`src/rtl/eotp_pkg.sv`:
```
// Purpose: shared constants and types for the serial EEPROM OTP and read engine
// Assumes: 125 MHz system clock, bus pins sampled synchronously
// Notes: one address pointer serves the array, the protect register and the OTP bank
package eotp_pkg;
  localparam logic [3:0] CODE_ARRAY = 4'ha;
  localparam logic [3:0] CODE_SEC = 4'hb;
  localparam logic [15:0] WP_ADDR = 16'h0401;
  localparam logic [5:0] OTP_LOCK_IDX = 6'h3f;
  localparam int unsigned OTP_USER_BYTES = 64;
  localparam int unsigned WP_BPH_BIT = 3;
  localparam int unsigned WP_BPL_BIT = 2;
  localparam logic [2:0] DEV_SEL_DEF = 3'h0;
  localparam int unsigned ARR_AW_DEF = 13;
  localparam logic [7:0] FILL_BYTE = 8'hff;
  localparam int unsigned CLK_PERIOD_NS = 8;
  localparam int unsigned T_WRITE_NS = 40000;
  localparam int unsigned WR_CYCLES_DEF = (T_WRITE_NS + CLK_PERIOD_NS - 1) / CLK_PERIOD_NS;

  typedef enum logic [2:0] {
    ST_IDLE = 3'h0,
    ST_RX = 3'h1,
    ST_ACK = 3'h2,
    ST_AHOLD = 3'h3,
    ST_TX = 3'h4,
    ST_MACK = 3'h5
  } eotp_state_t;

  typedef enum logic [1:0] {
    RL_CTRL = 2'h0,
    RL_ADRH = 2'h1,
    RL_ADRL = 2'h2,
    RL_DATA = 2'h3
  } eotp_role_t;

  typedef struct packed {
    logic scl_rise;
    logic scl_fall;
    logic start;
    logic stop;
    logic sda;
  } eotp_line_t;

  typedef struct packed {
    logic we;
    logic [5:0] idx;
    logic [7:0] data;
  } eotp_stage_t;
endpackage

```
`src/rtl/eotp_line_events.sv`:
```
// Purpose: edge and START/STOP detection on the two-wire bus
// Assumes: i_scl and i_sda already synchronous to i_clk
// Notes: events lag the pins by two clocks, all aligned
`timescale 1ns/1ps
module eotp_line_events (
  input wire logic i_clk,
  input wire logic i_sys_rst,
  input wire logic i_scl,
  input wire logic i_sda,
  output eotp_pkg::eotp_line_t o_ev
);
  import eotp_pkg::*;
  logic [1:0] scl_q, scl_d, sda_q, sda_d;
  eotp_line_t ev_q, ev_d;

  always_comb begin
    scl_d = {scl_q[0], i_scl};
    sda_d = {sda_q[0], i_sda};
    ev_d.scl_rise = scl_q[0] & ~scl_q[1];
    ev_d.scl_fall = ~scl_q[0] & scl_q[1];
    // Data moving while the clock is high marks a frame edge
    ev_d.start = scl_q[0] & scl_q[1] & sda_q[1] & ~sda_q[0];
    ev_d.stop = scl_q[0] & scl_q[1] & ~sda_q[1] & sda_q[0];
    ev_d.sda = sda_q[0];
  end

  always_ff @(posedge i_clk) begin
    if (i_sys_rst) begin
      scl_q <= 2'h3;
      sda_q <= 2'h3;
      ev_q <= '0;
    end else begin
      scl_q <= scl_d;
      sda_q <= sda_d;
      ev_q <= ev_d;
    end
  end

  assign o_ev = ev_q;
endmodule

```
`src/rtl/eotp_otp_store.sv`:
```
// Purpose: 128-byte security bank with staging buffer and lock
// Assumes: stage and clear/commit never share a cycle
// Notes: staging indexes by final location, so buffer wrap equals address wrap
`timescale 1ns/1ps
module eotp_otp_store #(
  // Factory half contents; value is arbitrary
  parameter logic [511:0] FACTORY_ID = {64{8'h5a}}
) (
  input wire logic i_clk,
  input wire logic i_sys_rst,
  input eotp_pkg::eotp_stage_t i_stage,
  input wire logic i_clear,
  input wire logic i_commit,
  input wire logic [6:0] i_rd_idx,
  output logic [7:0] o_rd_data,
  output logic o_any_pend,
  output logic o_locked
);
  import eotp_pkg::*;
  logic [7:0] user_mem [OTP_USER_BYTES];
  logic [7:0] stage_mem [OTP_USER_BYTES];
  logic [63:0] pend_q, pend_d;
  logic lock_q, lock_d;

  always_comb begin
    pend_d = pend_q;
    lock_d = lock_q;
    if (i_clear || i_commit) begin
      pend_d = '0;
    end
    if (i_commit && !lock_q && pend_q[OTP_LOCK_IDX]) begin
      lock_d = 1'b1;
    end
    if (i_stage.we) begin
      pend_d[i_stage.idx] = 1'b1;
    end
  end

  always_ff @(posedge i_clk) begin
    if (i_sys_rst) begin
      pend_q <= '0;
      lock_q <= 1'b0;
    end else begin
      pend_q <= pend_d;
      lock_q <= lock_d;
    end
  end

  always_ff @(posedge i_clk) begin
    if (i_stage.we) begin
      stage_mem[i_stage.idx] <= i_stage.data;
    end
  end

  // Only the user half has a write path at all
  for (genvar i = 0; i < OTP_USER_BYTES; i++) begin : g_user
    always_ff @(posedge i_clk) begin
      if (i_commit && pend_q[i] && !lock_q) begin
        user_mem[i] <= stage_mem[i];
      end
    end
  end

  always_comb begin
    if (i_rd_idx[6]) begin
      o_rd_data = FACTORY_ID[{i_rd_idx[5:0], 3'h0} +: 8];
    end else begin
      o_rd_data = user_mem[i_rd_idx[5:0]];
    end
  end

  assign o_any_pend = |pend_q;
  assign o_locked = lock_q;
endmodule

```
`src/rtl/eotp_core.sv`:
```
// Purpose: two-wire slave engine for polling, security writes and reads
// Assumes: SCL high and low phases each last several i_clk periods
// Notes: array write data and protect register writes are handled elsewhere
`timescale 1ns/1ps
module eotp_core #(
  parameter int unsigned WR_CYCLES = eotp_pkg::WR_CYCLES_DEF,
  parameter int unsigned ARR_AW = eotp_pkg::ARR_AW_DEF,
  parameter logic [2:0] DEV_SEL = eotp_pkg::DEV_SEL_DEF,
  // Factory half contents; value is arbitrary
  parameter logic [511:0] FACTORY_ID = {64{8'h5a}}
) (
  input wire logic i_clk,
  input wire logic i_sys_rst,
  input wire logic i_scl,
  input wire logic i_sda,
  output logic o_sda_o,
  output logic o_sda_oe,
  output logic [ARR_AW-1:0] o_arr_addr,
  input wire logic [7:0] i_arr_data,
  input wire logic i_arr_busy,
  input wire logic i_block_protect_high,
  input wire logic i_block_protect_low,
  output logic o_write_busy,
  output logic o_otp_locked
);
  import eotp_pkg::*;

  localparam int unsigned BW = $clog2(WR_CYCLES + 1);
  localparam logic [15:0] ARR_MASK = 16'((32'h1 << ARR_AW) - 32'h1);

  // ************************************************
  // State
  // ************************************************
  eotp_line_t ev;
  eotp_stage_t stage;
  eotp_state_t st_q, st_d;
  eotp_role_t role_q, role_d;
  logic [2:0] cnt_q, cnt_d;
  logic [7:0] sh_q, sh_d, ahi_q, ahi_d;
  logic [15:0] ptr_q, ptr_d;
  logic [BW-1:0] busy_q, busy_d;
  logic rw_q, rw_d, sec_q, sec_d, ack_q, ack_d, oe_q, oe_d;
  logic otp_ok_q, otp_ok_d, rd_pend_q, rd_pend_d, mack_q, mack_d;
  logic wbusy_q, wbusy_d;
  logic commit, clear, any_pend, busy;
  logic [7:0] rx_byte, rd_byte, otp_byte, wp_byte;

  // ************************************************
  // Pointer step
  // ************************************************
  // Array reads roll over at the top; bank reads count through
  function automatic logic [15:0] next_ptr(input logic sec, input logic [15:0] p);
    logic [15:0] n;
    n = 16'(p + 16'h1);
    if (!sec) begin
      n = n & ARR_MASK;
    end
    return n;
  endfunction

  // ************************************************
  // Submodules
  // ************************************************
  eotp_line_events u_line (
    .i_clk(i_clk),
    .i_sys_rst(i_sys_rst),
    .i_scl(i_scl),
    .i_sda(i_sda),
    .o_ev(ev)
  );

  eotp_otp_store #(
    .FACTORY_ID(FACTORY_ID)
  ) u_store (
    .i_clk(i_clk),
    .i_sys_rst(i_sys_rst),
    .i_stage(stage),
    .i_clear(clear),
    .i_commit(commit),
    .i_rd_idx(ptr_q[6:0]),
    .o_rd_data(otp_byte),
    .o_any_pend(any_pend),
    .o_locked(o_otp_locked)
  );

  // ************************************************
  // Read data source
  // ************************************************
  always_comb begin
    wp_byte = 8'h00;
    wp_byte[WP_BPH_BIT] = i_block_protect_high;
    wp_byte[WP_BPL_BIT] = i_block_protect_low;
    if (!sec_q) begin
      rd_byte = i_arr_data;
    end else if (ptr_q == WP_ADDR) begin
      rd_byte = wp_byte;
      // Unmapped bank addresses read as fill, never as unknown
    end else if (ptr_q[15:7] == 9'h000) begin
      rd_byte = otp_byte;
    end else begin
      rd_byte = FILL_BYTE;
    end
  end

  // ************************************************
  // Bus sequencer
  // ************************************************
  always_comb begin
    st_d = st_q;
    role_d = role_q;
    cnt_d = cnt_q;
    sh_d = sh_q;
    ahi_d = ahi_q;
    ptr_d = ptr_q;
    rw_d = rw_q;
    sec_d = sec_q;
    ack_d = ack_q;
    oe_d = oe_q;
    otp_ok_d = otp_ok_q;
    rd_pend_d = rd_pend_q;
    mack_d = mack_q;
    busy_d = busy_q;
    stage = '0;
    commit = 1'b0;
    clear = 1'b0;
    rx_byte = {sh_q[6:0], ev.sda};
    busy = (busy_q != '0) || i_arr_busy;
    if (busy_q != '0) begin
      busy_d = BW'(busy_q - 1'b1);
    end
    wbusy_d = (busy_d != '0) || i_arr_busy;
    if (ev.start || ev.stop) begin
      oe_d = 1'b0;
      mack_d = 1'b0;
      if (rd_pend_q) begin
        ptr_d = next_ptr(sec_q, ptr_q);
        rd_pend_d = 1'b0;
      end
      if (ev.stop && otp_ok_q && any_pend) begin
        // Locked commits still run the timer, so polling looks the same
        commit = 1'b1;
        busy_d = BW'(WR_CYCLES);
        wbusy_d = 1'b1;
      end else begin
        clear = 1'b1;
      end
      otp_ok_d = 1'b0;
      cnt_d = 3'h0;
      role_d = RL_CTRL;
      st_d = ev.start ? ST_RX : ST_IDLE;
    end else begin
      unique case (st_q)
        ST_IDLE: begin
          oe_d = 1'b0;
        end
        ST_RX: begin
          if (ev.scl_rise) begin
            sh_d = rx_byte;
            cnt_d = 3'(cnt_q + 3'h1);
            if (cnt_q == 3'h7) begin
              st_d = ST_ACK;
              ack_d = 1'b1;
              unique case (role_q)
                RL_CTRL: begin
                  rw_d = rx_byte[0];
                  sec_d = (rx_byte[7:4] == CODE_SEC);
                  if ((rx_byte[7:4] != CODE_SEC && rx_byte[7:4] != CODE_ARRAY) ||
                      rx_byte[3:1] != DEV_SEL || busy) begin
                    ack_d = 1'b0;
                  end
                end
                RL_ADRH: begin
                  ahi_d = rx_byte;
                end
                RL_ADRL: begin
                  ptr_d = {ahi_q, rx_byte};
                  otp_ok_d = sec_q && ahi_q == 8'h00 && rx_byte[7:6] == 2'h0;
                end
                RL_DATA: begin
                  if (otp_ok_q) begin
                    stage.we = 1'b1;
                    stage.idx = ptr_q[5:0];
                    stage.data = rx_byte;
                    ptr_d = {ptr_q[15:6], 6'(ptr_q[5:0] + 6'h1)};
                  end
                end
              endcase
            end
          end
        end
        ST_ACK: begin
          if (ev.scl_fall) begin
            if (ack_q) begin
              oe_d = 1'b1;
              st_d = ST_AHOLD;
            end else begin
              st_d = ST_IDLE;
            end
          end
        end
        ST_AHOLD: begin
          if (ev.scl_fall) begin
            oe_d = 1'b0;
            cnt_d = 3'h0;
            st_d = ST_RX;
            unique case (role_q)
              RL_CTRL: begin
                role_d = RL_ADRH;
                if (rw_q) begin
                  sh_d = rd_byte;
                  oe_d = ~rd_byte[7];
                  rd_pend_d = 1'b1;
                  role_d = RL_DATA;
                  st_d = ST_TX;
                end
              end
              RL_ADRH: role_d = RL_ADRL;
              default: role_d = RL_DATA;
            endcase
          end
        end
        ST_TX: begin
          if (ev.scl_fall) begin
            if (cnt_q == 3'h7) begin
              oe_d = 1'b0;
              st_d = ST_MACK;
            end else begin
              cnt_d = 3'(cnt_q + 3'h1);
              sh_d = {sh_q[6:0], 1'b0};
              oe_d = ~sh_q[6];
            end
          end
        end
        ST_MACK: begin
          if (ev.scl_rise) begin
            if (!ev.sda) begin
              ptr_d = next_ptr(sec_q, ptr_q);
              rd_pend_d = 1'b0;
              mack_d = 1'b1;
            end else begin
              st_d = ST_IDLE;
            end
          end else if (ev.scl_fall && mack_q) begin
            mack_d = 1'b0;
            sh_d = rd_byte;
            oe_d = ~rd_byte[7];
            rd_pend_d = 1'b1;
            cnt_d = 3'h0;
            st_d = ST_TX;
          end
        end
        default: st_d = ST_IDLE;
      endcase
    end
  end

  // ************************************************
  // Registers
  // ************************************************
  always_ff @(posedge i_clk) begin
    if (i_sys_rst) begin
      st_q <= ST_IDLE;
      role_q <= RL_CTRL;
      cnt_q <= 3'h0;
      sh_q <= 8'h00;
      ahi_q <= 8'h00;
      ptr_q <= 16'h0000;
      rw_q <= 1'b0;
      sec_q <= 1'b0;
      ack_q <= 1'b0;
      oe_q <= 1'b0;
      otp_ok_q <= 1'b0;
      rd_pend_q <= 1'b0;
      mack_q <= 1'b0;
      busy_q <= '0;
      wbusy_q <= 1'b0;
    end else begin
      st_q <= st_d;
      role_q <= role_d;
      cnt_q <= cnt_d;
      sh_q <= sh_d;
      ahi_q <= ahi_d;
      ptr_q <= ptr_d;
      rw_q <= rw_d;
      sec_q <= sec_d;
      ack_q <= ack_d;
      oe_q <= oe_d;
      otp_ok_q <= otp_ok_d;
      rd_pend_q <= rd_pend_d;
      mack_q <= mack_d;
      busy_q <= busy_d;
      wbusy_q <= wbusy_d;
    end
  end

  // ************************************************
  // Outputs
  // ************************************************
  // Open drain: the data level is always low, only the enable moves
  assign o_sda_o = 1'b0;
  assign o_sda_oe = oe_q;
  assign o_arr_addr = ptr_q[ARR_AW-1:0];
  assign o_write_busy = wbusy_q;
endmodule

```
`config.mk`:
```
export PLATFORM = sky130hd
export DESIGN_NAME = eotp_core
export DESIGN_NICKNAME = d
export VERILOG_FILES = /design/src/rtl/eotp_pkg.sv /design/src/rtl/eotp_line_events.sv /design/src/rtl/eotp_otp_store.sv /design/src/rtl/eotp_core.sv
export SDC_FILE = /design/constraint.sdc
export NUM_CORES = 1
export LEC_CHECK = 0
export ABC_CLOCK_PERIOD_IN_PS = 4400
export BUFFER_PORTS_ARGS = -buffer_cell sky130_fd_sc_hd__buf_2
export CAP_MARGIN = 20
export CORE_UTILIZATION = 54
export DETAILED_ROUTE_END_ITERATION = 6
export GPL_TIMING_DRIVEN = 0
export PLACE_DENSITY_LB_ADDON = 0.05
export SYNTH_ARGS = -nofsm -noshare
export SYNTH_HDL_FRONTEND = slang
export SYNTH_SLANG_ARGS = --single-unit
```
`constraint.sdc`:
```
create_clock -name i_clk -period 4.4 [get_ports i_clk]
set_input_delay 0.22 -clock i_clk [delete_from_list [all_inputs] [get_ports i_clk]]
set_output_delay 0.22 -clock i_clk [all_outputs]
set_load 0.02 [all_outputs]
```
## Word-level counts from Yosys, hierarchy flattened

Memories as Yosys holds them, arrays and structs flattened. A register that Yosys moved wholly into a read port is not among the register bits.
Cells that the tools add are included.
W data, S select, Z words.

- Output and inout port bits: 17
- Bits in writable memories: 1024
- Register bits: 134
- Bits of input ports: 15
- Memories kept: 2

- Add/sub/neg operators: 4
- Equal/unequal tests: 42
- Reduce and logical (&&, ||, !) cells: 172
- Bitwise gates (word level): 15
- Muxes and demuxes: 220
- $lt $le $gt $ge: 2
- Shifts and indexed selects: 1

Memory list:

| memory | words | width | rd ports | clocked after Yosys merged registers in | write ports | line | source |
|---|---|---|---|---|---|---|---|
| u_store.stage_mem | 64 | 8 | 64 | 0 | 1 | eotp_otp_store.sv:21 | `logic [7:0] stage_mem [OTP_USER_BYTES];` |
| u_store.user_mem | 64 | 8 | 1 | 1 | 64 | eotp_otp_store.sv:20 | `logic [7:0] user_mem [OTP_USER_BYTES];` |

Operators with widths:

| operator | number |
|---|---|
| $shiftx A512 B10 Y8 const A | 1 |
| $mux W1 | 158 |
| $logic_and A1 B1 Y1 | 137 |
| $mux W64 | 2 |
| $mux W16 | 7 |
| $mux W15 | 6 |
| $or A64 B64 Y64 | 1 |
| $pmux W16 S2 | 2 |
| $reduce_or A64 Y1 | 1 |
| $mux W7 | 8 |
| $mux W3 | 18 |
| $mux W13 | 3 |
| $mux W8 | 4 |
| $pmux W7 S4 | 1 |
| $reduce_bool A13 Y1 | 2 |
| $ne A3 B2 Y1 const B | 7 |
| $mux W6 | 3 |
| $ne A2 B2 Y1 const B | 9 |
| $pmux W3 S6 | 1 |
| $add A16 B1 Y16 const B | 1 |
| $eq A16 B11 Y1 const B | 1 |
| $ne A4 B4 Y1 const B | 4 |
| $reduce_and A8 Y1 | 2 |
| $ne A3 B3 Y1 const B | 5 |
| 40 further kinds | 72 |

## Depth between registers and ports, before layout

- Depth in word-level cells: 12
- Depth in mapped cells: 10
- Mapped depth without buffers: 8

## By module

Synthesis repeated with hierarchy kept, for this count alone.

- Cells, all modules: 2266
- Area total of the unflattened synthesis: 41992.8 sq um

Modules (own cells, without submodules):

| module | area an instance (sq um) | cells each | instances |
|---|---|---|---|
| eotp_otp_store | 37821.3 | 1738 | 1 |
| eotp_core | 3892.5 | 508 | 1 |
| eotp_line_events | 279.0 | 20 | 1 |

## Worst setup path after synthesis

OpenSTA, ideal clock, no wires.

- Path kind: flip-flop to flip-flop
- Start point: register cnt_q[0]
- End point: memory u_store.stage_mem[0][4], data pin
- Library setup time: 0.500 ns
- Clock period less this slack: 3.301 ns
- Path slack: 1.099 ns
- Cell stages (with the launch flop): 7
- Arrival: 2.800 ns
- Path buffers: 1
- Path through: dfxtp_1 ha_1 ha_1 and3b_1 clkbuf_1 nand3_1 nor2_1

RTL lines:

| what | line | source |
|---|---|---|
| start: declaration | eotp_core.sv:38 | `logic [2:0] cnt_q, cnt_d;` |
| start signal: assignment | eotp_core.sv:280 | `cnt_q <= cnt_d;` |
| end: declaration | eotp_otp_store.sv:21 |  |

## Worst setup path after layout

- Start point: register cnt_q[0]
- End point: memory u_store.stage_mem[57][5] (enable)

- Cells in the longest elaborated chain, start to end: 7

RTL lines:

| what | line | source |
|---|---|---|
| $eq A3 B3 Y1 (*) | eotp_core.sv:160 | `if (cnt_q == 3'h7) begin` |
| $mux W15 (*) | eotp_core.sv:160 |  |
| $mux W15 (*) | eotp_core.sv:157 | `if (ev.scl_rise) begin` |
| $mux W15 (*) | eotp_core.sv:152 | `unique case (st_q)` |
| $mux W15 (*) | eotp_core.sv:132 | `if (ev.start \|\| ev.stop) begin` |
| $mux W1 | eotp_otp_store.sv:50 | `if (i_stage.we) begin` |
| $mux W1 (implied by the code) | eotp_otp_store.sv:51 | `stage_mem[i_stage.idx] <= i_stage.data;` |

Every way passes the cells marked *; elsewhere a longest branch is shown, timed or not.

==> results.md <==
- The utilization after layout is 0.616.
- The routed length per instance is 33.0 um.
- VDD sags by at most 413 uV.
- The placer congestion estimate is 0.984.
- The post-layout minimum cycle time is 4.45 ns.
- The area of the die is 79,200 um2.
- The worst-case reg-to-reg path depth is 9.
- The flow ran to the end, but the final reports show violations.
- The proportion of synthesized flip-flops having asynchronous set or reset is 0.
- The count of nets left with antenna violations once routing finished came out at 0.
- Counting every net in the synthesized netlist gives 2,332.
- For this block, the initial DRC count from the detailed router was 2,996.
- The tightest min-delay check is of the in -> reg type.
- Setup repair after global routing could not meet its margin everywhere.
- STA classifies the critical path startpoint as a flip-flop.
- Dividing the detail-routed via count by the number of cells gives 6.20.
- The post-place setup slack is -0.636 ns.
- The critical path data arrival time is 4.74 ns.
- Across every metal layer, demand over resource in global routing totals 0.307.
- The count of final setup violators is 25.
- The measured slew at the worst slew-check pin is 1.28 ns.
- The detailed router placed 22,400 vias in this run.
- The H-tree depth reported by CTS is 3.
- Input and output buffers added on the ports amount to 29.
- The number of buffers on the longest clock path is 3.
- During synthesis, Yosys emitted a total of 0 warnings.
- The CTS sink count is 1,164.
- The initial antenna violation count is 2.
- After detailed routing, the number of remaining DRC violations is 0.
- At the worst endpoint, the required time is 4.69 ns.
- Clock-pin slew was measured on the worst setup and hold paths at 0.06 ns.
- The height of the die is 281 um.
- Counting every instance in the synthesized netlist gives 2,312.
- Buffers added to address setup during post-CTS repair amount to 0.
- For this block, the routed nets add up to 119,000 um of wire.
- The post-DP HPWL is 81,800 um.
- After floorplanning, the core was sized to cover 77,300 um2.
- The highest attainable clock frequency is 225 MHz.
- The final number of hold-violating endpoints is 0.
- Synthesis instantiated 79 different standard cells from the library.
- Across the run, the number of max-cap violations was 0.
- The number of flops mapped to enable cells by yosys is 1,024.
- The number of global-route vias before repair was 21,800.
- The worst register-to-register path has a setup slack of -0.05 ns.
- The clock tree root buffer cell is sky130_fd_sc_hd__clkbuf_16.
- The worst pin sits at a relative slew slack of 0.148.
- The die is 281 um wide.
- The total overflow left after global routing is 0.
- 0 antenna diodes ended up in the layout.
- The clock tree skew after final layout is 0.0297 ns.
- The CTS tree is yes.
- In this run the worst path has a maximum fanout of 10.
- The number of placement rows is 102.
- Hold timing on the final database bottoms out at a slack of 0.0153 ns.
- The total non-filler cell area in the finished layout is 47,700 um2.
- Of the synthesized area, sequential elements account for 0.796.
- The critical path is of the reg -> reg type.
- The post-detailed-placement cell area is 43,900 um2.
- The clock buffer count from CTS is 115.
- The layout overhead on the synthesized area is 13.1%.
- The most frequently used flop master after synthesis is sky130_fd_sc_hd__edfxtp_1.
- The number of cells on the worst hold path is 4.
- The initial cell density of the core is 0.545.
- STA classifies the critical path endpoint as a flip-flop.
- Of the available clock period, the critical path in the final layout requires 1.01.
- The final critical-path setup slack is -0.0491 ns.
- The filler cells instantiated in the layout total 5,692.
- The global-route wire length before repair is 166,000 um.
- During I/O placement, the number of pins put on the boundary was 32.
- The clock latency on the worst-skew pair is 0.69 ns.
- The checks that failed: setup timing.
- The post-synthesis instance area is 42,100 um2.
- Entering global routing, the biggest net connects 65 pins.
- In this run, synthesis produced a sequential element count of 1,164.
- The average cell area after synthesis is 18.2 um2.
- In this run the power density over the cells is 459 nW/um2.
- The number of nets in the final layout is 2,496.
- The proportion of layout cells with a drive suffix above 1 is 0.162.
- The number of pins with negative max-slew slack in the final report is 0.
- The static leakage is 11.9 nW.
- Before antenna repair, the detailed router went through 5 iterations.
==> state kept, by name, summed over array words and instances (netlist names), 2 cells and up, named ones only <==
| register | count |
|---|---|
| ahi_q | 8 |
| busy_q | 13 |
| cnt_q | 3 |
| ptr_q | 16 |
| role_q | 2 |
| sh_q | 7 |
| st_q | 3 |
| u_line.o_ev | 5 |
| u_line.scl_q | 2 |
| u_line.sda_q | 2 |
| u_store.pend_q | 64 |
| u_store.stage_mem | 512 |
| u_store.user_mem | 512 |
==> layout by cell type, fill, tap and decap left out, types with 8 or more instances in the layout <==
master / instances
sky130_fd_sc_hd__edfxtp_1: 1024
sky130_fd_sc_hd__dfxtp_1: 140
sky130_fd_sc_hd__nor2_1: 136
sky130_fd_sc_hd__clkbuf_16: 117
sky130_fd_sc_hd__mux4_2: 115
sky130_fd_sc_hd__nand2_1: 105
sky130_fd_sc_hd__clkbuf_1: 90
sky130_fd_sc_hd__and2_1: 72
sky130_fd_sc_hd__o21ai_0: 68
sky130_fd_sc_hd__mux2i_1: 63
sky130_fd_sc_hd__a21oi_1: 57
sky130_fd_sc_hd__buf_2: 46
sky130_fd_sc_hd__nand3_1: 45
sky130_fd_sc_hd__clkinv_1: 29
sky130_fd_sc_hd__a22oi_1: 28
sky130_fd_sc_hd__a22o_1: 25
sky130_fd_sc_hd__nor4_1: 24
sky130_fd_sc_hd__clkinv_2: 20
sky130_fd_sc_hd__nor2b_1: 19
sky130_fd_sc_hd__nor3_1: 19
sky130_fd_sc_hd__buf_4: 19
sky130_fd_sc_hd__inv_1: 15
sky130_fd_sc_hd__nor2_2: 15
sky130_fd_sc_hd__nand2b_1: 13
sky130_fd_sc_hd__nand4_1: 12
sky130_fd_sc_hd__buf_1: 12
sky130_fd_sc_hd__a31oi_1: 11
sky130_fd_sc_hd__a211oi_1: 11
sky130_fd_sc_hd__and3_1: 10
sky130_fd_sc_hd__o22ai_1: 9
sky130_fd_sc_hd__bufinv_16: 9
sky130_fd_sc_hd__nand3b_1: 8
sky130_fd_sc_hd__xnor2_1: 8
==> through the flow <==
| stage | instances | TNS (ns) | power (W) |
|---|---|---|---|
| after floorplan | 2312 | 0 | 0.0125 |
| after global placement | 3381 | -500.33 | 0.0126 |
| after detailed placement | 3394 | -1.21 | 0.0126 |
| after CTS | 3606 | 0 | 0.0220 |
| after global routing | 3610 | -4.13 | 0.0224 |
| final | 3610 | -0.604 | 0.0219 |
==> worst max-delay path: stages (launching register included) <==
cell                       delay, ns
sky130_fd_sc_hd__dfxtp_1        0.35
sky130_fd_sc_hd__ha_1           0.16
sky130_fd_sc_hd__ha_1           0.31
sky130_fd_sc_hd__and3b_1        0.20
sky130_fd_sc_hd__clkbuf_1       0.26
sky130_fd_sc_hd__nand3_1        0.50
sky130_fd_sc_hd__nor2_1         0.49
sky130_fd_sc_hd__nand2_1        0.23
sky130_fd_sc_hd__clkbuf_1       0.58
sky130_fd_sc_hd__nor2_1         0.95
==> per-layer routing <==
metal	up-vias	part of all wire	routed length, um	track usage
li1	9416	-	-	-
met1	11600	0.40	48000	0.424
met2	1094	0.47	55500	0.479
met3	262	0.081	9640	0.0572
met4	2	0.051	6090	0.144
met5	-	0.00011	13	0
==> synthesized netlist by cell type (8+ instances only) <==
library cell,number,share of area
sky130_fd_sc_hd__nand3b_1,8,0.0014
sky130_fd_sc_hd__nor2_1,152,0.014
sky130_fd_sc_hd__a31oi_1,11,0.0016
sky130_fd_sc_hd__mux4_2,115,0.061
sky130_fd_sc_hd__nor3_1,22,0.0026
sky130_fd_sc_hd__nor4_1,24,0.0036
sky130_fd_sc_hd__a21oi_1,57,0.0068
sky130_fd_sc_hd__and2_1,79,0.012
sky130_fd_sc_hd__a22o_1,25,0.0052
sky130_fd_sc_hd__clkbuf_1,72,0.0064
sky130_fd_sc_hd__and3_1,10,0.0015
sky130_fd_sc_hd__o22ai_1,9,0.0013
sky130_fd_sc_hd__buf_4,15,0.0027
sky130_fd_sc_hd__buf_1,15,0.0013
sky130_fd_sc_hd__mux2i_1,63,0.015
sky130_fd_sc_hd__nor2b_1,19,0.0028
sky130_fd_sc_hd__dfxtp_1,140,0.067
sky130_fd_sc_hd__a211oi_1,11,0.0020
sky130_fd_sc_hd__xnor2_1,8,0.0017
sky130_fd_sc_hd__inv_1,15,0.0013
sky130_fd_sc_hd__buf_2,19,0.0023
sky130_fd_sc_hd__a22oi_1,28,0.0050
sky130_fd_sc_hd__nand2b_1,13,0.0019
sky130_fd_sc_hd__nand4_1,12,0.0018
sky130_fd_sc_hd__edfxtp_1,1024,0.73
sky130_fd_sc_hd__nand2_1,105,0.0094
sky130_fd_sc_hd__o21ai_0,68,0.0081
sky130_fd_sc_hd__nand3_1,45,0.0053
==> cell families after synthesis <==
kind of cell	count (synthesis)	share of synthesized area
adder cells (fa/ha/maj)	5	0.00148
XOR/XNOR	12	0.00249
AO/OA/AOI/OAI	270	0.0425
flip-flops	1164	0.796
other	1	0.0000890
buffers and inverters	140	0.0147
multiplexers	183	0.0778
AND/OR/NAND/NOR	537	0.0648
==> final timing paths <==
path                                    to                     start
setup reg to reg  u_store.stage_mem[57][5]                  cnt_q[0]
setup / recovery  u_store.stage_mem[57][5]                  cnt_q[0]
hold / removal                       ack_q                i_arr_busy
hold reg to reg    u_store.user_mem[51][4]  u_store.stage_mem[51][4]
==> layout make-up <==
type	instances	area, um2	area share
Sequential cell	1164	33600	0.704
Inverter	17	63.8	0.00134
Timing Repair Buffer	48	462	0.00969
Tap cell	1040	1300	0.0273
Buffer	122	567	0.0119
Clock buffer	139	3040	0.0638
Clock inverter	72	618	0.0130
Multi-Input combinational cell	1008	8050	0.169
==> power breakdown <==
part,switching [W],internal (W)
combinational,0.000253,0.000188
clock,0.00409,0.00543
sequential,0.0000485,0.0119
==> timing repair <==
action,4_1_cts,5_1_grt
resized for setup,5,17
hold buffers,2,0
endpoints found under the setup margin,12,143
endpoints found under the hold margin,2,0
Power figures use the tool's default switching activity.
